$ cat src/logic/osd_pkg.sv
// constants and types for the output and supply diagnostic status block
package osd_pkg;

    // outputs seven to eleven
    localparam int OSD_NUM_OUT = 5;

    // register selection on the register port
    localparam logic OSD_SEL_STATUS = 1'h0;
    localparam logic OSD_SEL_CONFIG = 1'h1;

    // status word layout: output k of the group has its over-current flag at
    // OSD_OC_TOP_BIT - 2k and its under-current flag at OSD_UC_TOP_BIT - 2k
    localparam int OSD_OC_TOP_BIT = 15;
    localparam int OSD_UC_TOP_BIT = 14;
    localparam int OSD_UV_BIT = 3;
    localparam int OSD_OV_BIT = 2;
    localparam logic [15:0] OSD_STATUS_RESET = 16'h0000;

    // mask configuration layout
    localparam int OSD_MASK_HS_UC_BIT = 5;
    localparam int OSD_MASK_LS_UC_BIT = 4;
    localparam int OSD_MASK_TEMP_BIT = 3;
    localparam int OSD_MASK_UC_BIT = 1;
    localparam logic [15:0] OSD_CONFIG_WRITABLE = 16'h003A;
    localparam logic [15:0] OSD_CONFIG_RESET = 16'h0000;

    // positions of the output-one under-current flags in the first status word
    localparam int OSD_ST1_HS_UC_BIT = 15;
    localparam int OSD_ST1_LS_UC_BIT = 14;

    // open-load filter: least time, rounded up to whole clock cycles
    localparam int OSD_CLK_PERIOD_PS = 8000;
    localparam int OSD_OPEN_LOAD_FILTER_TIME_US = 1000;
    // microseconds to picoseconds before dividing by the clock period
    localparam int OSD_OPEN_LOAD_FILTER_CYCLES =
        (OSD_OPEN_LOAD_FILTER_TIME_US * 1000 * 1000 + OSD_CLK_PERIOD_PS - 1) / OSD_CLK_PERIOD_PS;

    // per-output driver state
    typedef enum logic [2:0] {
        OSD_DRV_OFF = 3'b001,
        OSD_DRV_ON = 3'b010,
        OSD_DRV_TRIP = 3'b100
    } osd_drv_state_t;

endpackage

$ cat src/logic/osd_diag_status.sv
// output seven to eleven and supply diagnostic flags, masking and summaries
//
// Notes on behaviour
// RULE1: an over-current on any of outputs seven to eleven sets its flag and turns that driver off.
// RULE2: with recovery enabled a tripped output is switched on again after a programmable off time.
// RULE3: with recovery disabled a tripped output stays off until the host clears its flag.
// RULE4: an on output whose load current stays under threshold for 1 ms gets its under-current flag.
// RULE5: the host may test for open load by switching an output on only for a few milliseconds.
// RULE6: supply under-voltage or over-voltage sets bit 3 or bit 2 and switches all outputs off.
// RULE7: outputs come back by themselves after the supply recovers only if the restart-off bit is clear.
// RULE8: the host writes zero into every reserved bit of the mask configuration word.
// RULE9: mask bit 5 keeps the output-one high-side under-current flag out of the open-load summary.
// RULE10: mask bit 4 keeps the output-one low-side under-current flag out of the open-load summary.
// RULE11: mask bit 3 keeps temperature warnings out of the global error flag.
// RULE12: mask bit 1 keeps under-current events out of the global error flag.
// RULE13: reserved bits 5, 4, 1 and 0 of the diagnostic status word always read as zero.
`timescale 1ns/1ps
`default_nettype none

module osd_diag_status #(
    parameter int NUM_OUT = osd_pkg::OSD_NUM_OUT,
    parameter int OPEN_LOAD_FILTER_CYCLES = osd_pkg::OSD_OPEN_LOAD_FILTER_CYCLES,
    parameter int RETRY_WIDTH = 16
) (
    input wire logic clk,
    input wire logic rst,
    input wire logic [NUM_OUT-1:0] ocDetect,
    input wire logic [NUM_OUT-1:0] ucDetect,
    input wire logic uvDetect,
    input wire logic ovDetect,
    input wire logic tempWarnDetect,
    input wire logic [NUM_OUT-1:0] outRequest,
    input wire logic ocRecoveryEn,
    input wire logic [RETRY_WIDTH-1:0] ocRetryOffCycles,
    input wire logic supplyRestartOff,
    input wire logic [15:0] statusOneUc,
    input wire logic regSel,
    input wire logic regWrite,
    input wire logic regRead,
    input wire logic [15:0] regWdata,
    output logic [15:0] regRdata,
    output logic [NUM_OUT-1:0] driverOn,
    output logic openLoadSummary,
    output logic globalErrorFlag
);

    localparam int PIN_W = 2 * NUM_OUT + 3;
    localparam int CNT_W = $clog2(OPEN_LOAD_FILTER_CYCLES + 1);
    localparam logic [CNT_W-1:0] CNT_LAST = CNT_W'(OPEN_LOAD_FILTER_CYCLES - 1);
    localparam logic [CNT_W-1:0] CNT_ONE = CNT_W'(1);
    localparam logic [RETRY_WIDTH-1:0] RETRY_ONE = RETRY_WIDTH'(1);

    // ---------------- pin synchronisers ----------------
    logic [PIN_W-1:0] syncFirst;
    logic [PIN_W-1:0] syncSecond;
    logic [PIN_W-1:0] next_syncFirst;
    logic [PIN_W-1:0] next_syncSecond;

    always_comb begin
        next_syncFirst = {ocDetect, ucDetect, uvDetect, ovDetect, tempWarnDetect};
        next_syncSecond = syncFirst;
    end

    always_ff @(posedge clk) begin
        if (rst) begin
            syncFirst <= '0;
            syncSecond <= '0;
        end else begin
            syncFirst <= next_syncFirst;
            syncSecond <= next_syncSecond;
        end
    end

    logic [NUM_OUT-1:0] ocSeen;
    logic [NUM_OUT-1:0] ucSeen;
    logic uvSeen;
    logic ovSeen;
    logic tempSeen;

    assign {ocSeen, ucSeen, uvSeen, ovSeen, tempSeen} = syncSecond;

    wire logic statusWrite = regWrite && (regSel == osd_pkg::OSD_SEL_STATUS);
    wire logic configWrite = regWrite && (regSel == osd_pkg::OSD_SEL_CONFIG);

    // ---------------- supply monitoring ----------------
    logic uvFlag;
    logic ovFlag;
    logic supplyHold;
    logic next_uvFlag;
    logic next_ovFlag;
    logic next_supplyHold;
    logic supplyBlock;

    always_comb begin
        // RULE6: sticky supply flags
        // set wins over a host clear in the same cycle
        next_uvFlag = (uvFlag && !(statusWrite && regWdata[osd_pkg::OSD_UV_BIT])) || uvSeen;
        next_ovFlag = (ovFlag && !(statusWrite && regWdata[osd_pkg::OSD_OV_BIT])) || ovSeen;
        // RULE7: restart-off latch
        // with restart off, outputs wait until the host has cleared both flags
        next_supplyHold = ((uvSeen || ovSeen) && supplyRestartOff) ||
                          (supplyHold && (next_uvFlag || next_ovFlag));
    end

    always_ff @(posedge clk) begin
        if (rst) begin
            uvFlag <= 1'b0;
            ovFlag <= 1'b0;
            supplyHold <= 1'b0;
        end else begin
            uvFlag <= next_uvFlag;
            ovFlag <= next_ovFlag;
            supplyHold <= next_supplyHold;
        end
    end

    // RULE6: all outputs off
    assign supplyBlock = uvSeen || ovSeen || supplyHold;

    // ---------------- per-output protection ----------------
    logic [NUM_OUT-1:0] ocFlag;
    logic [NUM_OUT-1:0] ucFlag;

    for (genvar k = 0; k < NUM_OUT; k++) begin : gOut
        osd_pkg::osd_drv_state_t state;
        osd_pkg::osd_drv_state_t next_state;
        logic [RETRY_WIDTH-1:0] retryCnt;
        logic [RETRY_WIDTH-1:0] next_retryCnt;
        logic [CNT_W-1:0] ucCnt;
        logic [CNT_W-1:0] next_ucCnt;
        logic next_ocFlag;
        logic next_ucFlag;
        logic next_driverOn;
        logic clearOc;
        logic clearUc;
        logic ucHit;

        assign clearOc = statusWrite && regWdata[osd_pkg::OSD_OC_TOP_BIT - 2 * k];
        assign clearUc = statusWrite && regWdata[osd_pkg::OSD_UC_TOP_BIT - 2 * k];

        always_comb begin
            next_state = state;
            next_retryCnt = retryCnt;
            next_ocFlag = ocFlag[k] && !clearOc;
            next_ucCnt = '0;
            ucHit = 1'b0;
            unique case (state)
                osd_pkg::OSD_DRV_OFF: begin
                    if (outRequest[k] && !supplyBlock) begin
                        next_state = osd_pkg::OSD_DRV_ON;
                    end
                end
                osd_pkg::OSD_DRV_ON: begin
                    if (ocSeen[k]) begin
                        // RULE1: trip and latch
                        next_ocFlag = 1'b1;
                        next_state = osd_pkg::OSD_DRV_TRIP;
                        next_retryCnt = '0;
                    end else if (!outRequest[k] || supplyBlock) begin
                        next_state = osd_pkg::OSD_DRV_OFF;
                    end
                end
                osd_pkg::OSD_DRV_TRIP: begin
                    if (ocRecoveryEn) begin
                        // RULE2: timed retry
                        // off time sets the duty cycle of the retried load current
                        if (retryCnt >= ocRetryOffCycles) begin
                            next_state = osd_pkg::OSD_DRV_OFF;
                        end else begin
                            next_retryCnt = retryCnt + RETRY_ONE;
                        end
                    end else if (!ocFlag[k]) begin
                        // RULE3: host clear releases
                        next_state = osd_pkg::OSD_DRV_OFF;
                    end
                end
            endcase
            // RULE4: open-load filter
            // counts only while the stage is really on; any gap restarts it
            if (state == osd_pkg::OSD_DRV_ON && ucSeen[k]) begin
                if (ucCnt >= CNT_LAST) begin
                    next_ucCnt = ucCnt;
                    ucHit = 1'b1;
                end else begin
                    next_ucCnt = ucCnt + CNT_ONE;
                end
            end
            next_ucFlag = (ucFlag[k] && !clearUc) || ucHit;
            next_driverOn = (next_state == osd_pkg::OSD_DRV_ON);
        end

        always_ff @(posedge clk) begin
            if (rst) begin
                state <= osd_pkg::OSD_DRV_OFF;
                retryCnt <= '0;
                ucCnt <= '0;
                ocFlag[k] <= 1'b0;
                ucFlag[k] <= 1'b0;
                driverOn[k] <= 1'b0;
            end else begin
                state <= next_state;
                retryCnt <= next_retryCnt;
                ucCnt <= next_ucCnt;
                ocFlag[k] <= next_ocFlag;
                ucFlag[k] <= next_ucFlag;
                driverOn[k] <= next_driverOn;
            end
        end
    end

    // ---------------- mask configuration ----------------
    logic [15:0] maskConfig;
    logic [15:0] next_maskConfig;

    always_comb begin
        // RULE8: reserved bits dropped
        // reserved bits are not stored, so a careless write cannot enable anything
        next_maskConfig = maskConfig;
        if (configWrite) begin
            next_maskConfig = regWdata & osd_pkg::OSD_CONFIG_WRITABLE;
        end
    end

    always_ff @(posedge clk) begin
        if (rst) begin
            maskConfig <= osd_pkg::OSD_CONFIG_RESET;
        end else begin
            maskConfig <= next_maskConfig;
        end
    end

    // ---------------- status word and summaries ----------------
    logic [15:0] statusWord;
    logic [15:0] otherUcMasked;
    logic openLoadAny;
    logic next_openLoadSummary;
    logic next_globalErrorFlag;
    logic [15:0] next_regRdata;

    always_comb begin
        // RULE13: reserved bits zero
        statusWord = osd_pkg::OSD_STATUS_RESET;
        for (int i = 0; i < NUM_OUT; i++) begin
            statusWord[osd_pkg::OSD_OC_TOP_BIT - 2 * i] = ocFlag[i];
            statusWord[osd_pkg::OSD_UC_TOP_BIT - 2 * i] = ucFlag[i];
        end
        statusWord[osd_pkg::OSD_UV_BIT] = uvFlag;
        statusWord[osd_pkg::OSD_OV_BIT] = ovFlag;

        otherUcMasked = statusOneUc;
        // RULE9: high-side mask
        if (maskConfig[osd_pkg::OSD_MASK_HS_UC_BIT]) begin
            otherUcMasked[osd_pkg::OSD_ST1_HS_UC_BIT] = 1'b0;
        end
        // RULE10: low-side mask
        if (maskConfig[osd_pkg::OSD_MASK_LS_UC_BIT]) begin
            otherUcMasked[osd_pkg::OSD_ST1_LS_UC_BIT] = 1'b0;
        end
        openLoadAny = (|ucFlag) || (|otherUcMasked);
        next_openLoadSummary = openLoadAny;

        // RULE11: temperature mask
        // RULE12: open-load mask
        next_globalErrorFlag = (|ocFlag) || uvFlag || ovFlag ||
                               (tempSeen && !maskConfig[osd_pkg::OSD_MASK_TEMP_BIT]) ||
                               (openLoadAny && !maskConfig[osd_pkg::OSD_MASK_UC_BIT]);

        // read data holds until the next read
        next_regRdata = regRdata;
        if (regRead) begin
            next_regRdata = (regSel == osd_pkg::OSD_SEL_STATUS) ? statusWord : maskConfig;
        end
    end

    always_ff @(posedge clk) begin
        if (rst) begin
            openLoadSummary <= 1'b0;
            globalErrorFlag <= 1'b0;
            regRdata <= osd_pkg::OSD_STATUS_RESET;
        end else begin
            openLoadSummary <= next_openLoadSummary;
            globalErrorFlag <= next_globalErrorFlag;
            regRdata <= next_regRdata;
        end
    end

endmodule

`default_nettype wire

$ cat config.mk
export PLATFORM = sky130hd
export DESIGN_NAME = osd_diag_status
export DESIGN_NICKNAME = d
export VERILOG_FILES = /design/src/logic/osd_pkg.sv /design/src/logic/osd_diag_status.sv
export SDC_FILE = /design/constraint.sdc
export NUM_CORES = 1
export LEC_CHECK = 0
export BUFFER_PORTS_ARGS = -buffer_cell sky130_fd_sc_hd__buf_2
export CORE_UTILIZATION = 55
export DETAILED_ROUTE_END_ITERATION = 12
export GPL_TIMING_DRIVEN = 0
export HOLD_SLACK_MARGIN = 0.02
export PLACE_DENSITY_LB_ADDON = 0.3
export SLEW_MARGIN = 20
export SYNTH_ARGS = -nofsm -noshare
export SYNTH_HDL_FRONTEND = slang
export SYNTH_SLANG_ARGS = --single-unit
export TNS_END_PERCENT = 100
$ cat constraint.sdc
create_clock -name clk -period 2.81 [get_ports clk]
set_clock_uncertainty 0.1 [all_clocks]
set_input_delay 0.562 -clock clk [delete_from_list [all_inputs] [get_ports clk]]
set_output_delay 0.562 -clock clk [all_outputs]
set_load 0.1 [all_outputs]
==> flow_metrics.py <==
metrics = {
    "run_status": {
        "status": "finished clean",
    },
    "power_and_ir_drop": {
        "p_per_area_nw_per_um2": 541,
        "p_leak_nw": 5.54,
        "ir_drop_uv": 477,
    },
    "drt": {
        "first_pass_iters": 8,
        "ant_nets": 0,
        "drcViolationCount": 0,
        "drt_first_iter_violations": 873,
        "drt-wirelength-per-cell_um": 16.3,
        "vias": 11300,
        "drt-total-wl_mm": 31.6,
        "via_per_inst": 5.82,
    },
    "logic_synthesis": {
        "synth_mux_area_share_pct": 0.483,
        "synth_cell_types": 72,
        "synth.avg_cell_area_um2": 8.44,
        "synthesis.area_um2": 12700,
        "synth-simple-area-share_pct": 24.2,
        "synth_fp_nets": 1667,
        "synth_edf_count": 0,
        "synth-xor-area-share_pct": 7.94,
        "synth_cells": 1504,
        "ys_seq_elements": 245,
        "ys_warn_count": 0,
        "synthArstFlopShare_pct": 0,
        "synth_ff_type": "dfxtp_1",
        "synth_fa_ha_area_share_pct": 8.87,
        "yosysTopAreaCellShare_pct": 38.7,
        "synth_area_leaders": "dfxtp_1, ha_1, nor2_1",
        "ys_seq_area_share_pct": 38.7,
        "yosys.area.top_type": "dfxtp_1",
        "synth_top_family_by_area": "simple AND/OR/NAND/NOR gates",
        "synth-compound-area-share_pct": 16.4,
    },
    "final_layout": {
        "insertedDiodeCount": 0,
        "drive_gt1_share_pct": 12.9,
        "syn_to_final_growth_pct": 16.8,
        "finalInstanceArea_um2": 14800,
        "final_nets": 1797,
    },
    "setup_path": {
        "reg2reg_from": "gOut[2].retryCnt[0]",
        "r2r_slack_ns": 0.07,
        "critPathMaxFanout": 5,
        "crit_type": "register to register",
        "end_kind": "register",
        "required_ns": 3.12,
        "rr_worst_depth": 9,
        "rr_endpoint": "gOut[2].retryCnt[13]",
        "arrival_ns": 3.05,
        "cp-start-kind": "register",
    },
    "floorplanning": {
        "fp.dieW_um": 154,
        "pin_count": 96,
        "die_area_um2": 23700,
        "core_area_um2": 22600,
        "dieHeight_um": 154,
        "rows": 55,
        "start_util_pct": 56.0,
    },
    "global_route": {
        "grt_first_pass_wirelength_mm": 51.1,
        "antenna_found_initial": 0,
        "grt_max_degree": 15,
        "grt_usage_pct": 26.1,
        "grt.overflow.total": 0,
        "grt_pass1_vias": 10600,
    },
    "timing": {
        "slew_headroom_pct": 48.8,
        "min_period_ns": 2.74,
        "rsz0062_at_grt": "true",
        "setup_viol": 0,
        "fin_crit_sh_pct": 97.4,
        "finalWorstSetupSlack_ns": 0.0718,
        "fmax_mhz": 365,
        "worst_pin_slew_ns": 0.768,
        "timing.final.max_slew_violations": 0,
        "hold_viol_final": 0,
    },
    "cts": {
        "cts.sinks": 245,
        "cts_tree": "built",
        "clk_latency_ns": 0.53,
        "clk_path_buf_depth": 3,
        "cts_root_buffer": "clkbuf_16",
        "path_clk_slew_ns": 0.06,
        "cts_max_level": 1,
        "postCtsHoldBufs": 0,
        "cts_made_buffers": 27,
    },
    "hold_path": {
        "worstHoldStart": "ocDetect[4]",
        "hold_path.class": "primary input to register",
        "min_to": "next_syncSecond[12]",
        "hold_depth": 2,
    },
    "place": {
        "place_area_um2": 13500,
        "dp_slack_ns": -0.504,
        "port_buffers": 91,
        "place.gp.congestion": 0.859,
        "place.detailed.hpwl_mm": 22.8,
    },
    "run": {
        "maxCapViolations": 0,
    },
}
==> flip-flops by register name, indices dropped and copies added (netlist names), 4 cells and up <==
register         count
regRdata            15
gOut.retryCnt       80
next_syncSecond     13
gOut.state          15
statusWord           5
maskConfig           4
driverOn             5
syncSecond          13
ocFlag               5
gOut.ucCnt          85
==> critical path: stages (launching register included) <==
cell       delay (ns)
dfxtp_1          0.40
inv_1            0.06
ha_1             0.26
nand2b_1         0.13
a2111oi_0        0.41
or4b_1           0.22
nand3_1          0.23
a2111oi_2        0.49
a21oi_1          0.13
o21a_1           0.20
==> synth_stat cells (3+ instances only) <==
| library cell | number |
|---|---|
| dfxtp_1 | 245 |
| nor2_1 | 187 |
| nand2_1 | 124 |
| a21oi_1 | 122 |
| ha_1 | 90 |
| xnor2_1 | 71 |
| nand3_1 | 64 |
| inv_1 | 59 |
| o21ai_0 | 50 |
| xor2_1 | 44 |
| nor2b_1 | 41 |
| clkbuf_1 | 39 |
| nand4_1 | 34 |
| nor3_1 | 33 |
| and3_1 | 25 |
| nand2b_1 | 25 |
| nor4_1 | 19 |
| or3_1 | 19 |
| a211oi_1 | 17 |
| o2111ai_1 | 13 |
| a2111oi_0 | 12 |
| nand3b_1 | 12 |
| o211ai_1 | 11 |
| a21o_1 | 10 |
| o21a_1 | 10 |
| and2_1 | 9 |
| and4_1 | 8 |
| or4_1 | 8 |
| o21ai_1 | 7 |
| o31ai_1 | 7 |
| a31oi_1 | 6 |
| or2_2 | 6 |
| a2111oi_1 | 5 |
| buf_1 | 5 |
| mux2i_1 | 5 |
| a31o_2 | 4 |
| a2111oi_2 | 3 |
| a21boi_1 | 3 |
| a221o_1 | 3 |
| a22o_1 | 3 |
| a22oi_1 | 3 |
| buf_2 | 3 |
| o32ai_1 | 3 |
==> routing by layer <==
layer | vias up | wire, µm | global-route usage [%] | share of wire (%)
met5 | - | 0 | 0 | 0
met4 | 0 | 795 | 7.19 | 2.5
met3 | 59 | 1870 | 3.69 | 5.9
met2 | 314 | 14800 | 44.3 | 47
met1 | 5310 | 14100 | 34.5 | 45
li1 | 5608 | - | - | -
==> cells in the final DEF (no fill, tap or decap), types with 8 or more instances in the layout <==
cell | netlist | routed
nand3_1 | 64 | 63
nand2b_1 | 25 | 24
nor3_1 | 33 | 32
o21a_1 | 10 | 10
buf_4 | 2 | 12
and4_1 | 8 | 8
dfxtp_1 | 245 | 239
o21ai_0 | 50 | 50
buf_2 | 3 | 92
clkbuf_16 | 0 | 27
xor2_1 | 44 | 44
xnor2_1 | 71 | 71
o211ai_1 | 11 | 11
o2111ai_1 | 13 | 13
nor2_1 | 187 | 186
ha_1 | 90 | 90
a211oi_1 | 17 | 12
nand2_1 | 124 | 124
a2111oi_2 | 3 | 9
nor4_1 | 19 | 14
nor2b_1 | 41 | 41
a21oi_1 | 122 | 120
clkbuf_1 | 39 | 39
and3_1 | 25 | 25
and2_1 | 9 | 9
or4_1 | 8 | 8
nand4_1 | 34 | 34
inv_1 | 59 | 59
a21o_1 | 10 | 10
or3_1 | 19 | 19
nand3b_1 | 12 | 12
==> worst max path at each step <==
stage	from	end	cells past startpoint
2_1_floorplan	ocRetryOffCycles[13]	gOut[0].retryCnt[11]	10
3_3_place_gp	ocRetryOffCycles[0]	gOut[1].retryCnt[14]	9
3_5_place_dp	ocRetryOffCycles[0]	gOut[1].retryCnt[13]	9
4_1_cts	gOut[2].retryCnt[15]	gOut[2].retryCnt[0]	9
5_1_grt	ocRetryOffCycles[5]	gOut[1].retryCnt[14]	10
6_report	gOut[2].retryCnt[0]	gOut[2].retryCnt[13]	9
==> what timing repair did <==
item                                    4_1_cts  5_1_grt
resized for setup                             9       46
endpoints found under the setup margin       25       74
pin swaps                                     1       10
buffers inserted                              1        8
gates cloned                                  0        1
==> metrics by stage <==
step                hold WS [ns]  power (W)  util (%)  cells  TNS, ns
global placement           0.315    0.00407      59.6   1880   -23.74
floorplan                  0.314    0.00391         -   1504        0
CTS                        0.138    0.00806      64.4   1930        0
finish                     0.148    0.00802      65.4   1939        0
detailed placement         0.329    0.00408      59.7   1880   -26.90
global route               0.146    0.00828      65.4   1939  -0.0418
==> area by class of cell <==
cell class                 count  area [µm²]
inverter                      60         225
fill                        1864        7820
tap                          285         357
clock buffer                  34         752
timing repair buffer         100         527
buffer                        50         216
clock inverter                15         268
multi-input combinational   1150        7560
sequential                   245        4910
==> power breakdown <==
group	internal, W	total, W	switching [W]
Sequential	0.00352	0.00355	0.0000330
Clock	0.00254	0.00400	0.00146
Combinational	0.000151	0.000475	0.000324
==> cell families (layout without fill, tap and decap cells) <==
group           count (synthesis)  count (layout)
mux                             6               6
compound gates                314             315
flops                         245             245
fa+ha+maj                      90              90
simple gates                  623             623
buf+inv                       110             259
other cells                     1               1
xor+xnor                      115             115
No activity file was read; power rests on OpenSTA's default activity.
